--- config.mk ---
export PLATFORM = sky130hd
export DESIGN_NAME = pvd_palette_dac
export DESIGN_NICKNAME = d
export VERILOG_FILES = /design/src/pvd_pkg.sv /design/src/pvd_palette_dac.sv /design/src/pvd_fifo.sv
export VERILOG_INCLUDE_DIRS = /design/src
export SDC_FILE = /design/constraint.sdc
export NUM_CORES = 1
export LEC_CHECK = 0
export BUFFER_PORTS_ARGS = -buffer_cell sky130_fd_sc_hd__buf_2
export CAP_MARGIN = 20
export CORE_MARGIN = 2
export CORE_UTILIZATION = 35
export CTS_CLUSTER_DIAMETER = 120
export DETAILED_ROUTE_END_ITERATION = 8
export GPL_TIMING_DRIVEN = 0
export PLACE_DENSITY = 0.48
export SLEW_MARGIN = 5
export SYNTH_ARGS = -nofsm -noshare
export SYNTH_HDL_FRONTEND = slang
export SYNTH_SLANG_ARGS = --single-unit
--- constraint.sdc ---
create_clock -name clk -period 7.5 [get_ports clk]
set_clock_uncertainty 0.05 [all_clocks]
set_input_delay 1.5 -clock clk [delete_from_list [all_inputs] [get_ports clk]]
set_output_delay 1.5 -clock clk [all_outputs]
set_load 0.05 [all_outputs]
--- src/pvd_map.svh ---
`ifndef PVD_MAP_SVH
`define PVD_MAP_SVH

// code width and palette depth
`define PVD_CODE_W      4
`define PVD_INDEX_W     4
`define PVD_DEPTH       16
// composite forced codes
`define PVD_ZERO_SCALE  4'hF
`define PVD_FULL_SCALE  4'h0
// pixel stream buffer
`define PVD_FIFO_DEPTH  4
// channel order inside a 12-bit colour word
`define PVD_CH_GREEN    0
`define PVD_CH_RED      1
`define PVD_CH_BLUE     2
`define PVD_CH_N        3

`endif

--- src/pvd_pkg.sv ---
package pvd_pkg;
    typedef logic [3:0] pvd_code_t;
    typedef logic [3:0] pvd_index_t;

    // composite command carried with each pixel
    typedef struct packed {
        logic sync;
        logic blank;
        logic white;
        logic bright;
    } pvd_comp_s;

    // converter drive for one channel
    typedef struct packed {
        pvd_code_t code;
        logic      blankSw;
        logic      syncSw;
        logic      shiftSw;
    } pvd_drive_s;
endpackage : pvd_pkg

--- src/pvd_palette_dac.sv ---
// Summary of operation
// all inputs sampled on rising strobe edge, presented synchronously by controller
// channel write enables and pedestal shift active low, all other inputs active high
// codes complementary: 1111 is zero-scale brightest, 0000 full-scale black
// strobe is sole clock; codes and switches re-registered before converters
// four data bits form one word, first bit most significant
// four address bits select one of sixteen entries for write and read
// three separate 16x4 memories, each with own write enable
// all write enables high: read mode, addressed entry registered to outputs
// write enable low stores data word at address in that channel only
// during write, data passes uninverted to output latches unless overridden
// peak white forces all channels to 1111 when no blank or sync
// peak white loses to blanking and sync
// pedestal shift low enables offset switch on all channels, never overridden
// blanking forces 0000 and blank switch; beats white, loses to sync
// sync forces 0000, blank switch, and sync switch on green only
// sync has highest priority among composite commands
// red and blue never carry sync offset, only (shifted) blank level
// white, blank and pedestal shift act on all three channels together
// direct build option: three direct code inputs replace memory path
// no reset for memory and codes; undefined until written and strobed (reset_n here clears codes and switches to 0, memory stays unreset)
// each edge registers code plus blank, sync, shift switches per channel (here only edges that take a word from the buffer load new values; others hold)
`timescale 1ns/100ps
`include "pvd_map.svh"
module pvd_palette_dac import pvd_pkg::*; #(
    parameter bit DIRECT_CODES = 1'b0
) (
    input  wire logic       clk,
    input  wire logic       reset_n,
    // pixel stream from the controller
    input  wire logic       pixValid,
    output logic            pixReady,
    input  wire logic [3:0] paletteIndex,
    input  wire logic [3:0] paletteWdata,
    input  wire logic       writeGreen_n,
    input  wire logic       writeRed_n,
    input  wire logic       writeBlue_n,
    input  wire logic [3:0] greenDirectCode,
    input  wire logic [3:0] redDirectCode,
    input  wire logic [3:0] blueDirectCode,
    input  wire logic       peakWhite,
    input  wire logic       pedestalShift,
    input  wire logic       blanking,
    input  wire logic       syncCmd,
    // converter side
    input  wire logic       convReady,
    output logic [3:0]      greenCode,
    output logic [3:0]      redCode,
    output logic [3:0]      blueCode,
    output logic [2:0]      blankSwitch,
    output logic            syncSwitch,
    output logic [2:0]      shiftSwitch,
    output logic            convUpdate
);
    localparam int PIXW = 4 + 4 + 3 + 12 + 4;

    typedef struct packed {
        logic       updated;
        pvd_drive_s green;
        pvd_drive_s red;
        pvd_drive_s blue;
    } pvd_state_s;

    pvd_state_s       st;
    pvd_state_s       next_st;
    logic [PIXW-1:0]  pixIn;
    logic [PIXW-1:0]  pixOut;
    logic             fifoValid;
    logic             take;
    pvd_index_t       index;
    pvd_code_t        wdata;
    logic [2:0]       write_n;
    logic [11:0]      direct;
    pvd_comp_s        comp;
    pvd_code_t        memCode [`PVD_CH_N];
    pvd_code_t        chCode [`PVD_CH_N];

    // synchronous input capture
    assign pixIn = {paletteIndex, paletteWdata, writeBlue_n, writeRed_n, writeGreen_n,
                    blueDirectCode, redDirectCode, greenDirectCode,
                    syncCmd, blanking, peakWhite, pedestalShift};

    pvd_fifo #(
        .WIDTH (PIXW),
        .DEPTH (`PVD_FIFO_DEPTH)
    ) u_fifo (
        .clk      (clk),
        .reset_n  (reset_n),
        .inData   (pixIn),
        .inValid  (pixValid),
        .inReady  (pixReady),
        .outData  (pixOut),
        .outValid (fifoValid),
        .outReady (convReady)
    );

    assign take = fifoValid && convReady;

    // first bit is msb
    // index msb first
    assign index   = pixOut[PIXW-1 -: 4];
    assign wdata   = pixOut[PIXW-5 -: 4];
    // write enables active low
    assign write_n = pixOut[PIXW-9 -: 3];
    assign direct  = pixOut[15:4];
    assign comp    = pvd_comp_s'(pixOut[3:0]);

    // one memory per channel
    generate
        for (genvar ch = 0; ch < `PVD_CH_N; ch++) begin : g_chan
            // one private memory per channel, single writer each
            pvd_code_t palette [`PVD_DEPTH];
            // store into this channel only
            always_ff @(posedge clk) begin
                if (take && !DIRECT_CODES && !write_n[ch]) begin
                    palette[index] <= wdata;
                end
            end
            // read addressed entry
            // write data passes uninverted
            assign memCode[ch] = write_n[ch] ? palette[index] : wdata;
            // direct build option
            assign chCode[ch] = DIRECT_CODES ? direct[ch*4 +: 4] : memCode[ch];
        end
    endgenerate

    function automatic pvd_drive_s drive(input pvd_code_t code, input pvd_comp_s c, input logic isGreen);
        pvd_drive_s d;
        d = '0;
        d.code = code;
        // peak white forces zero scale
        // R3 1111 is zero scale
        if (c.white) begin
            d.code = `PVD_ZERO_SCALE;
        end
        // blank beats white
        // blank forces full scale
        if (c.blank) begin
            d.code    = `PVD_FULL_SCALE;
            d.blankSw = 1'b1;
        end
        // sync beats white and blank
        // sync with blank switch
        // sync offset green only
        if (c.sync) begin
            d.code    = `PVD_FULL_SCALE;
            d.blankSw = 1'b1;
            d.syncSw  = isGreen;
        end
        // shift on low, never overridden
        d.shiftSw = !c.bright;
        return d;
    endfunction : drive

    // all channels share the commands
    always_comb begin
        next_st = st;
        next_st.updated = take;
        if (take) begin
            next_st.green = drive(chCode[`PVD_CH_GREEN], comp, 1'b1);
            next_st.red   = drive(chCode[`PVD_CH_RED], comp, 1'b0);
            next_st.blue  = drive(chCode[`PVD_CH_BLUE], comp, 1'b0);
        end
    end

    // re-register before converters
    // code and switches together
    // codes cleared by reset_n, then set on edges that take a word
    always_ff @(posedge clk or negedge reset_n) begin
        if (!reset_n) begin
            st <= '0;
        end else begin
            st <= next_st;
        end
    end

    assign greenCode   = st.green.code;
    assign redCode     = st.red.code;
    assign blueCode    = st.blue.code;
    assign blankSwitch = {st.blue.blankSw, st.red.blankSw, st.green.blankSw};
    assign syncSwitch  = st.green.syncSw;
    assign shiftSwitch = {st.blue.shiftSw, st.red.shiftSw, st.green.shiftSw};
    assign convUpdate  = st.updated;

    sync_green_a : assert property (@(posedge clk) disable iff (!reset_n)
        (take && comp.sync) |=> (syncSwitch && greenCode == `PVD_FULL_SCALE && blankSwitch == 3'h7))
        else $error("sync did not drive green");
    sync_only_green_a : assert property (@(posedge clk) disable iff (!reset_n)
        !st.red.syncSw && !st.blue.syncSw)
        else $error("sync offset on red or blue");
    white_force_a : assert property (@(posedge clk) disable iff (!reset_n)
        (take && comp.white && !comp.blank && !comp.sync) |=>
        (greenCode == `PVD_ZERO_SCALE && redCode == `PVD_ZERO_SCALE && blueCode == `PVD_ZERO_SCALE))
        else $error("peak white not forced");
    white_loses_a : assert property (@(posedge clk) disable iff (!reset_n)
        (take && comp.white && (comp.blank || comp.sync)) |=> (redCode == `PVD_FULL_SCALE))
        else $error("peak white won over blank");
    blank_force_a : assert property (@(posedge clk) disable iff (!reset_n)
        (take && comp.blank && !comp.sync) |=> (blankSwitch == 3'h7 && !syncSwitch && blueCode == `PVD_FULL_SCALE))
        else $error("blank not forced");
    shift_all_a : assert property (@(posedge clk) disable iff (!reset_n)
        take |=> (shiftSwitch == {3{!$past(comp.bright)}}))
        else $error("shift switch wrong");
    write_pass_a : assert property (@(posedge clk) disable iff (!reset_n)
        (take && !DIRECT_CODES && !write_n[0] && comp == '0) |=> (greenCode == $past(wdata)))
        else $error("write data not passed");
    read_back_a : assert property (@(posedge clk) disable iff (!reset_n)
        (take && !DIRECT_CODES && !write_n[1] && comp == '0)
        ##1 (take && write_n[1] && comp == '0 && index == $past(index))
        |=> (redCode == $past(wdata, 2)))
        else $error("written entry not read back");
    hold_a : assert property (@(posedge clk) disable iff (!reset_n)
        !take |=> ($stable(greenCode) && $stable(redCode) && !convUpdate))
        else $error("codes changed without update");
endmodule : pvd_palette_dac

--- src/pvd_fifo.sv ---
`timescale 1ns/100ps
module pvd_fifo #(
    parameter int WIDTH = 8,
    parameter int DEPTH = 4
) (
    input  wire logic             clk,
    input  wire logic             reset_n,
    input  wire logic [WIDTH-1:0] inData,
    input  wire logic             inValid,
    output logic                  inReady,
    output logic [WIDTH-1:0]      outData,
    output logic                  outValid,
    input  wire logic             outReady
);
    localparam int AW = $clog2(DEPTH);

    typedef struct packed {
        logic [AW-1:0] wrPtr;
        logic [AW-1:0] rdPtr;
        logic [AW:0]   count;
    } pvdf_state_s;

    pvdf_state_s          st;
    pvdf_state_s          next_st;
    logic [WIDTH-1:0]     mem [DEPTH];
    logic                 push;
    logic                 pop;

    assign inReady  = (st.count != (AW+1)'(DEPTH));
    assign outValid = (st.count != '0);
    assign push     = inValid && inReady;
    assign pop      = outValid && outReady;
    assign outData  = mem[st.rdPtr];

    always_comb begin
        next_st = st;
        if (push) begin
            next_st.wrPtr = (st.wrPtr == AW'(DEPTH - 1)) ? '0 : st.wrPtr + AW'(1);
        end
        if (pop) begin
            next_st.rdPtr = (st.rdPtr == AW'(DEPTH - 1)) ? '0 : st.rdPtr + AW'(1);
        end
        unique case ({push, pop})
            2'b10: next_st.count = st.count + (AW+1)'(1);
            2'b01: next_st.count = st.count - (AW+1)'(1);
            2'b00, 2'b11: next_st.count = st.count;
        endcase
    end

    always_ff @(posedge clk or negedge reset_n) begin
        if (!reset_n) begin
            st <= '0;
        end else begin
            st <= next_st;
        end
    end

    always_ff @(posedge clk) begin
        if (push) begin
            mem[st.wrPtr] <= inData;
        end
    end

    fifo_bound_a : assert property (@(posedge clk) disable iff (!reset_n)
        st.count <= (AW+1)'(DEPTH))
        else $error("fifo count beyond depth");
    fifo_noover_a : assert property (@(posedge clk) disable iff (!reset_n)
        (st.count == (AW+1)'(DEPTH)) |-> !inReady)
        else $error("fifo ready while full");
endmodule : pvd_fifo

==> results of run 1 <==
==> flip-flops by register name (all words and copies together) (netlist names) <==
register and flops:
shiftSwitch 1, greenCode 4, u_fifo.st 7, u_fifo.mem 60, blueCode 4, blankSwitch 1, g_chan.palette 192, convUpdate 1
syncSwitch 1, redCode 4
==> cells in the final DEF (no fill, tap or decap), types with 2 or more instances in the layout <==
cell / instances
a211oi_1: 75
ha_1: 6
nor2_1: 28
nor2b_1: 45
a211oi_2: 21
o21ai_1: 2
clkbuf_1: 28
clkbuf_16: 29
nor3_1: 26
mux2i_1: 53
nand2_1: 27
mux2_2: 5
o21ai_0: 3
buf_2: 55
and3_1: 4
or2_1: 2
and2b_1: 3
mux4_2: 11
nand4_1: 2
clkinv_2: 3
clkbuf_8: 4
dfrtp_1: 23
buf_4: 5
xor2_1: 2
inv_1: 5
buf_12: 3
buf_1: 4
a221o_1: 12
clkinv_1: 6
a21o_1: 2
nand2b_1: 7
a21oi_1: 12
nand3_1: 2
edfxtp_1: 252
buf_6: 12
or4_1: 12
==> final cells by class <==
class,count,area [µm²]
Fill cell,2859,18800
Buffer,54,332
Multi-Input combinational cell,368,2860
Sequential cell,275,8140
Timing Repair Buffer,43,283
Tap cell,435,544
Clock buffer,44,822
Clock inverter,8,33.8
Inverter,6,22.5
==> power groups by stage <==
stage / combinational (µW) / clock, µW / sequential [µW]
final: 2440 / 1300 / 2150
after global routing: 2610 / 1380 / 2170
after CTS: 2430 / 1330 / 2160
after detailed placement: 2430 / 0 / 2190
after global placement: 2340 / 0 / 2180
after floorplan: 1420 / 0 / 2270
==> per-stage QoR <==
step	hold WS, ns	setup WS (ns)	power [µW]	instance area, µm²
after global routing	0.487	3.36	6160	13000
final	0.449	3.60	5890	13000
after detailed placement	0.442	3.45	4610	12100
after floorplan	0.416	4.40	3690	11400
after CTS	0.454	3.60	5920	13000
after global placement	0.421	3.45	4520	12100
==> worst min-delay path by stage <==
stage                  from      endpoint  slack [ns]  cells after the start
3_5_place_dp     syncSwitch    syncSwitch        0.44                      2
2_1_floorplan  u_fifo.st[2]  u_fifo.st[2]        0.42                      1
4_1_cts        u_fifo.st[0]  u_fifo.st[0]        0.45                      1
6_report         syncSwitch    syncSwitch        0.45                      2
3_3_place_gp     syncSwitch    syncSwitch        0.42                      2
5_1_grt          syncSwitch    syncSwitch        0.49                      2
==> critical path: cells and delay by family (launching register included) <==
kind	cells	cell delay, ns
and+or+nand+nor	3	1.23
buffers and inverters	4	1.17
muxes	1	0.63
DFF	1	0.46
==> kinds of logic after synthesis <==
kind of cell	after synthesis
AOI/OAI and AO/OA	129
xor gates and xnor gates	3
adders and majority gates	7
buffers and inverters	60
DFF	275
muxes	69
and+or+nand+nor	160
==> routing by layer <==
layer | vias up | wire (µm)
met1 | 3285 | 12400
met2 | 176 | 13800
met3 | 46 | 1740
li1 | 2907 | -
met4 | 0 | 907
met5 | - | 0
==> flow_summary_export.csv, run 1 <==
group,metric,value,unit
setup_path,rr_startpoint,"u_fifo.st[3]",
setup_path,cp_cell_sequence,"buf_6 > mux4_2 > clkbuf_1 > buf_2 > or2_1 > clkbuf_1 > nand2b_1 > nor2_1",
power_and_ir_drop,power.share.switching,39.5,%
setup_path,reg2reg_depth,8,
cells_and_area,final_layout_size_suffix_gt1_share,18.7,%
logic_synthesis,synth_commonest_cells,"edfxtp_1, a211oi_1, mux2i_1, nor2b_1, nor2_1",
die,die_h,184,µm
sta,fin_tns_setup,0,ns
global_routing,grtUsageTotal,17.4,%
clock_tree,clk_path_buf_depth,3,
global_routing,met2_usage,28.7,%
place,dp_hpwl,19.8,mm
logic_synthesis,avgSynthCellArea,16.2,µm²
die,dieWidth,184,µm
global_routing,busiest_layer,"met2",
sta,timing.final.crit_period,3.90,ns
setup_path,path_common_cell,"clkbuf_1",
sta,grt_setup_unrepaired,"no",
logic_synthesis,yosys_warnings,0,
setup_path,cp_slowest_stage_delay,0.63,ns
setup_path,required,7.65,ns
logic_synthesis,async_reset_ff_share,8.36,%
logic_synthesis,synth_compound_area_share,9.34,%
global_routing,antenna_found_initial,0,
sta,min_period_over_period,51.9,%
power_and_ir_drop,irDropWorstVdd,0.202,mV
sta,fmax,0.257,GHz
clock_tree,cts_buffers,29,
logic_synthesis,synthTopCellsByArea,"edfxtp_1, dfrtp_1, a211oi_1, mux2i_1, nor2b_1",
clock_tree,cts_resized,0,
routing,via_count,6414,
global_routing,first_global_vias,6684,
power_and_ir_drop,switching_power,2330,µW
logic_synthesis,synth_top_family_by_area,"compound AO/OA/AOI/OAI gates",
power_and_ir_drop,clkPwrFrac,22.1,%
logic_synthesis,synth_nets,741,
logic_synthesis,synth_seq_cells,275,
cells_and_area,fin_util,41.0,%
setup_path,cp_slowest_cell,"mux4_2",
logic_synthesis,synthAdderAreaFrac,0.837,%
die,io-pin-count,52,
clock_tree,cts_hold_buf,0,
run,cap_violations,0,
logic_synthesis,muxShareOfSynthArea,7.35,%
logic_synthesis,synth-simple-area-share,7.46,%
logic_synthesis,yosysMostFrequentCell,"edfxtp_1",
logic_synthesis,synth_cells,703,
global_routing,use_met3,4.25,%
power_and_ir_drop,internal-power,3560,µW
routing,detail_route.wl_per_cell,23.4,µm
hold_path,hold_class,"flop to flop",
setup_path,cp-start-kind,"flop",
routing,via_per_inst,5.20,
logic_synthesis,seq_area_frac_synth,71.7,%
routing,drt_iter0_markers,488,
logic_synthesis,synth_xor_area_share,0.231,%
power_and_ir_drop,power.density,451,nW/µm²
clock_tree,cts_tree,"built",
setup_path,crit_path_end,"g_chan[0].palette[0][1]",
global_routing,grt_max_degree,52,
clock_tree,cts.sinks,275,
global_routing,grt_use_met1,22.7,%
logic_synthesis,synth_area,11400,µm²
sta,hold_viol_final,0,
die,core,31800,µm²
clock_tree,clk_pin_slew,0.06,ns
global_routing,overflow,0,
power_and_ir_drop,pwr-share-comb,41.4,%
logic_synthesis,synth_largest_area_cell,"edfxtp_1",
die,rows,65,
power_and_ir_drop,seqPwrFrac,36.5,%
logic_synthesis,synth-main-ff-cell,"edfxtp_1",
logic_synthesis,synth.distinct_cells,38,
die,initial_core_util,35.7,%
clock_tree,htreeDepth,1,
setup_path,critPathMaxFanout,10,
run_status,outcome,"completed",
routing,drtAntennaViolNets,0,
logic_synthesis,synth_top_area_share,66.6,%
routing,drtPass1Iterations,4,
setup_path,worst-r2r-setup-slack,3.60,ns
place,dp_cells,1179,
logic_synthesis,synth_edf_count,252,
cells_and_area,diodes,0,
setup_path,path_class,"flop to flop",
global_routing,grt_pass1_wl,43.3,mm
routing,route.detailed.drc,0,
die,fp.dieArea,33900,µm²
cells_and_area,nets,815,
power_and_ir_drop,leakagePower,0.00441,µW
clock_tree,clk_latency,0.54,ns
sta,worstMarginPinSlew,0.892,ns
place,gp_congestion,0.828,
setup_path,cp-startpoint,"u_fifo.st[3]",
sta,slew_headroom,40.2,%
setup_path,r2r_end,"g_chan[0].palette[0][1]",
clock_tree,cts_root_buf,"clkbuf_16",
sta,slew_violations,0,
sta,setup_viol,0,
routing,wl,28.9,mm
setup_path,cp.arrival,4.04,ns
setup_path,crit_path_end_kind,"flop",
place,place.port_buffers,39,
clock_tree,postCtsSetupBuffers,0,
cells_and_area,fin_cells,1233,
cells_and_area,area_growth,14.8,%
No activity file was read; power rests on OpenSTA's default activity.
==> inputs of run 2 (changes only) <==
Settings changed: ABC_AREA set to 1.
Clock period 7.5 ns to 3.7 ns, I/O delays scaled along.
==> flow_summary_export.csv, run 2 <==
group,metric,value,unit
run_status,outcome,"completed",
cells_and_area,reg_top3,"g_chan.palette x192, u_fifo.mem x60, u_fifo.st x7",
routing,drtPass1Iterations,5,
clock_tree,cts_buffers,30,
sta,timing.final.crit_period,3.12,ns
setup_path,crit_path_end_kind,"flop",
cells_and_area,diodes,0,
cells_and_area,fin_area,14000,µm²
global_routing,first_global_vias,8055,
routing,drtAntennaViolNets,0,
clock_tree,htreeDepth,1,
cells_and_area,area_growth,17.8,%
global_routing,grtUsageTotal,17.9,%
global_routing,antenna_found_initial,0,
cells_and_area,top_register,"g_chan.palette",
setup_path,critPathMaxFanout,10,
routing,detail_route.wl_per_cell,18.4,µm
setup_path,cp_slowest_cell,"nor2_1",
sta,worstMarginPinSlew,1.03,ns
global_routing,grt_max_degree,26,
sta,fin_tns_setup,0,ns
setup_path,path_class,"flop to flop",
routing,route.met3.wl,1.40,mm
logic_synthesis,yosys_warnings,0,
die,dieWidth,189,µm
logic_synthesis,synth_nets,1182,
place,placedInstanceArea,13000,µm²
routing,drt_iter0_markers,549,
hold_path,hold_class,"input port to asynchronous set/reset pin",
clock_tree,cts.sinks,275,
sta,slew_violations,0,
clock_tree,clk_pin_slew,0.06,ns
routing,wl,31.3,mm
clock_tree,cts_resized,0,
routing,via_count,8139,
clock_tree,cts_root_buf,"clkbuf_16",
die,initial_core_util,35.5,%
logic_synthesis,synth_largest_area_cell,"edfxtp_1",
logic_synthesis,synth_cells,1144,
logic_synthesis,synth_edf_count,252,
setup_path,path_common_cell,"nand2_1",
sta,slew_headroom,31.1,%
routing,via_per_inst,4.79,
power_and_ir_drop,power,13900,µW
logic_synthesis,synthTopCellsByArea,"edfxtp_1, nand2_1, dfrtp_1, nand3_1, nor2_1",
setup_path,cp.arrival,3.27,ns
sta,hold_viol_final,0,
logic_synthesis,synth_area,11900,µm²
setup_path,required,3.85,ns
routing,route.detailed.drc,0,
place,place.port_buffers,39,
cells_and_area,mostFrequentLayoutCell,"nand2_1",
routing,wl_met2,14.6,mm
sta,fmax,0.321,GHz
power_and_ir_drop,power.density,991,nW/µm²
die,rows,67,
logic_synthesis,avgSynthCellArea,10.4,µm²
die,io-pin-count,52,
power_and_ir_drop,irDropWorstVdd,0.473,mV
cells_and_area,final_cell_mix,"nand2_1, edfxtp_1, nand3_1, nor2_1, buf_2",
sta,setup_viol,0,
setup_path,cp_cell_sequence,"buf_6 > buf_6 > nand2_1 > o21ai_1 > nand2_1 > nand2_1 > buf_2 > buf_4 > nor2_1 > nand2_1 > nor2_1",
clock_tree,postCtsSetupBuffers,0,
logic_synthesis,seq_area_frac_synth,68.3,%
setup_path,cp-start-kind,"flop",
cells_and_area,nets,1265,
die,fp.dieArea,35500,µm²
run,cap_violations,0,
place,gp_congestion,0.813,
sta,grt_setup_unrepaired,"no",
clock_tree,clk_path_buf_depth,3,
clock_tree,cts_tree,"built",
sta,min_period_over_period,84.3,%
power_and_ir_drop,leakagePower,0.00566,µW
setup_path,cp_slowest_stage_delay,0.59,ns
clock_tree,cts_hold_buf,0,
logic_synthesis,synth.distinct_cells,32,
routing,wl_met1,14.7,mm
cells_and_area,largest_reg_flops,192,
logic_synthesis,synth-main-ff-cell,"edfxtp_1",
clock_tree,clk_latency,0.55,ns
logic_synthesis,synth_top_area_share,63.5,%
die,die_h,189,µm
place,dp_hpwl,21.4,mm
routing,routed.top_layer,"met4",
sta,hold_slack,0.113,ns
logic_synthesis,synth_seq_cells,275,
logic_synthesis,yosysMostFrequentCell,"nand2_1",
logic_synthesis,synth_commonest_cells,"nand2_1, edfxtp_1, nand3_1, nor2_1, buf_2",
setup_path,cp-startpoint,"u_fifo.st[3]",
cells_and_area,fin_util,41.9,%
cells_and_area,final_layout_size_suffix_gt1_share,13.3,%
logic_synthesis,async_reset_ff_share,8.36,%
global_routing,overflow,0,
setup_path,rr_startpoint,"u_fifo.st[3]",
die,core,33500,µm²
global_routing,grt_pass1_wl,48.3,mm
run 2: final timing paths:
check                                               end  slack, ns  cells past startpoint
worst min-delay path                         redCode[0]       0.11                      1
worst max-delay path            g_chan[0].palette[5][3]       0.58                     11
worst min register to register              blueCode[2]       0.43                      2
min in group clk                      u_fifo.mem[2][26]       0.36                      1
worst max register to register  g_chan[0].palette[5][3]       0.58                     11
max in group asynchronous                    syncSwitch       3.13                      1
run 2: logic make-up (layout without fill, tap and decap cells):
logic type	count (synthesis)	in the layout	share of synthesized area, %
AND/OR/NAND/NOR	715	715	24.1
flip-flops	275	275	68.3
buffers and inverters	88	194	3.79
AO/OA/AOI/OAI	57	57	2.85
adder cells (fa/ha/maj)	7	7	0.798
XOR/XNOR	2	2	0.147
run 2: stage by stage:
stage / instances / worst slack [ns]
3_3_place_gp: 1631 / -2.46
6_report: 1698 / 0.581
4_1_cts: 1698 / 0.586
5_1_grt: 1698 / 0.375
2_1_floorplan: 1144 / 0.477
3_5_place_dp: 1643 / 0.607
run 2: critical path: cells and delay by family (launching register included):
kind / cells / cell delay (ns)
AND/OR/NAND/NOR: 6 / 1.52
flip-flops: 1 / 0.39
AO/OA/AOI/OAI: 1 / 0.05
buffers and inverters: 4 / 0.73
run 2: cell type report:
| class | instances | area (µm²) |
|---|---|---|
| sequential | 275 | 8140 |
| inverter | 21 | 78.8 |
| multi-input combinational | 781 | 3400 |
| buffer | 67 | 373 |
| tap | 448 | 561 |
| clock buffer | 46 | 872 |
| clock inverter | 9 | 144 |
| timing repair buffer | 51 | 460 |
| fill | 3296 | 19500 |
run 2: power by group:
part / leakage [µW] / internal [µW] / switching (µW)
logic: 0.00260 / 1840 / 4580
clock network: 0.000498 / 1890 / 1170
registers: 0.00256 / 4300 / 129
total: 0.00566 / 8030 / 5880
run 2: layer usage:
metal	vias up	global-route usage, %
met5	-	0
met4	0	3.91
met3	40	2.16
met2	172	29.0
met1	3935	25.8
li1	3992	-
==> inputs of run 3 (changes only) <==
Settings changed: PLACE_DENSITY 0.48 to 0.5.
Clock period 3.7 ns to 2.69 ns, I/O delays scaled along.
==> flow_summary_export.csv, run 3 (same netlist as run 2, synthesis figures left out) <==
group,metric,value,unit
run_status,outcome,"completed",
power_and_ir_drop,irDropWorstVdd,0.570,mV
setup_path,required,2.86,ns
cells_and_area,nets,1270,
die,rows,67,
clock_tree,cts_buffers,30,
run,cap_violations,0,
place,place.port_buffers,39,
die,io-pin-count,52,
sta,hold_viol_final,0,
place,gp_congestion,0.801,
routing,via_count,8142,
global_routing,grt_pass1_wl,47.3,mm
routing,route.detailed.drc,0,
setup_path,critPathMaxFanout,10,
clock_tree,htreeDepth,1,
setup_path,rr_startpoint,"u_fifo.st[3]",
place,placedInstanceArea,13000,µm²
sta,slew_violations,0,
routing,drt_iter0_markers,542,
setup_path,cp.arrival,2.82,ns
cells_and_area,top_register,"g_chan.palette",
global_routing,overflow,0,
cells_and_area,area_growth,18.9,%
place,dp_hpwl,21.1,mm
clock_tree,cts_tree,"built",
global_routing,antenna_found_initial,0,
power_and_ir_drop,power.density,1350,nW/µm²
cells_and_area,diodes,0,
place,preCtsSetupSlack,-0.348,ns
sta,fmax,0.377,GHz
setup_path,cp-startpoint,"u_fifo.st[3]",
global_routing,grtUsageTotal,17.5,%
global_routing,grt_max_degree,27,
cells_and_area,final_layout_size_suffix_gt1_share,17.2,%
routing,via_per_inst,4.79,
sta,min_period_over_period,98.5,%
routing,drtPass1Iterations,5,
die,core,33500,µm²
place,dp_cells,1643,
die,fp.dieArea,35500,µm²
cells_and_area,mostFrequentLayoutCell,"nand2_1",
setup_path,crit_path_end_kind,"flop",
power_and_ir_drop,power,19100,µW
cells_and_area,final_cell_mix,"nand2_1, edfxtp_1, nand3_1, buf_2, nor2_1",
power_and_ir_drop,leakagePower,0.00567,µW
clock_tree,cts.sinks,275,
cells_and_area,fin_area,14200,µm²
setup_path,cp-start-kind,"flop",
sta,fin_ws,0.0393,ns
sta,grt_setup_unrepaired,"yes",
die,initial_core_util,35.5,%
sta,timing.final.crit_period,2.65,ns
clock_tree,clk_pin_slew,0.06,ns
setup_path,path_class,"flop to flop",
sta,setup_viol,0,
cells_and_area,largest_reg_flops,192,
die,die_h,189,µm
sta,worstMarginPinSlew,0.568,ns
global_routing,first_global_vias,7992,
clock_tree,cts_root_buf,"clkbuf_16",
routing,wl,30.6,mm
hold_path,hold_class,"input port to flop",
sta,slew_headroom,62.2,%
clock_tree,clk_latency,0.56,ns
cells_and_area,reg_top3,"g_chan.palette x192, u_fifo.mem x60, u_fifo.st x7",
clock_tree,clk_path_buf_depth,3,
cells_and_area,fin_cells,1701,
die,dieWidth,189,µm
routing,drtAntennaViolNets,0,
routing,detail_route.wl_per_cell,18.0,µm
hold_path,hp-start,"paletteWdata[1]",
[run 3: cell types whose count changed in the layout (fill, tap and decap cells not counted), sizes merged]
cell         previous run  this run
bufinv                  4         2
clkbuf                 70        60
dlygate4sd3             0         1
buf                    94        98
clkinv                  6        16
[run 3: through the flow]
step	setup TNS [ns]	hold WS (ns)	util (%)
finish	0	0.153	42.3
global route	-4.13	0.142	42.3
CTS	0	0.131	41.9
detailed placement	-52.04	0.411	38.8
global placement	-346.69	0.417	37.9
floorplan	0	0.192	-
[run 3: critical path: stages, from the launching register on]
cell and delay, ns:
dfrtp_1 0.40, buf_6 0.15, buf_6 0.13, nand2_1 0.11
nand3_4 0.18, buf_4 0.24, buf_2 0.20, a21oi_2 0.34
nand2_1 0.18, nor2_1 0.33
[run 3: timing repair]
item | CTS | global route
gates resized for setup | 28 | 34
hold buffers | 1 | 0
endpoints found under the hold margin | 23 | 0
setup endpoints to repair | 272 | 195
buffers inserted | 3 | 3
pin swaps | 2 | 2
gates cloned | 0 | 0
[run 3: area by class of cell]
class | instances | area [µm²]
fillers | 3297 | 19400
multi-input cells | 781 | 3560
inverters | 21 | 78.8
repair buffers | 58 | 531
clock buffers | 36 | 795
well taps | 448 | 561
plain buffers | 65 | 379
clock inverters | 17 | 124
flip-flops and latches | 275 | 8140
[run 3: final timing paths]
kind                                       endpoint  slack [ns]  depth (start not counted)
hold reg to reg                        greenCode[2]        0.43                          2
hold / removal                    u_fifo.mem[0][20]        0.15                          1
min in group asynchronous                redCode[2]        0.44                          2
max in group asynchronous              u_fifo.st[3]        1.78                          2
setup reg to reg           g_chan[1].palette[10][1]        0.04                          9
setup / recovery           g_chan[1].palette[10][1]        0.04                          9
[run 3: metal layers]
layer,vias to the layer above,GRT usage [%],wire [µm]
met5,-,0,0
met3,39,2.38,1590
li1,4009,-,-
met2,203,27.9,14200
met1,3891,25.3,14200
met4,0,4.39,644
[run 3: where the power goes]
part	switching (µW)	internal, µW	leakage, µW
clock network	1640	2260	0.000454
registers	186	5910	0.00256
logic	6400	2720	0.00265
total	8220	10900	0.00567
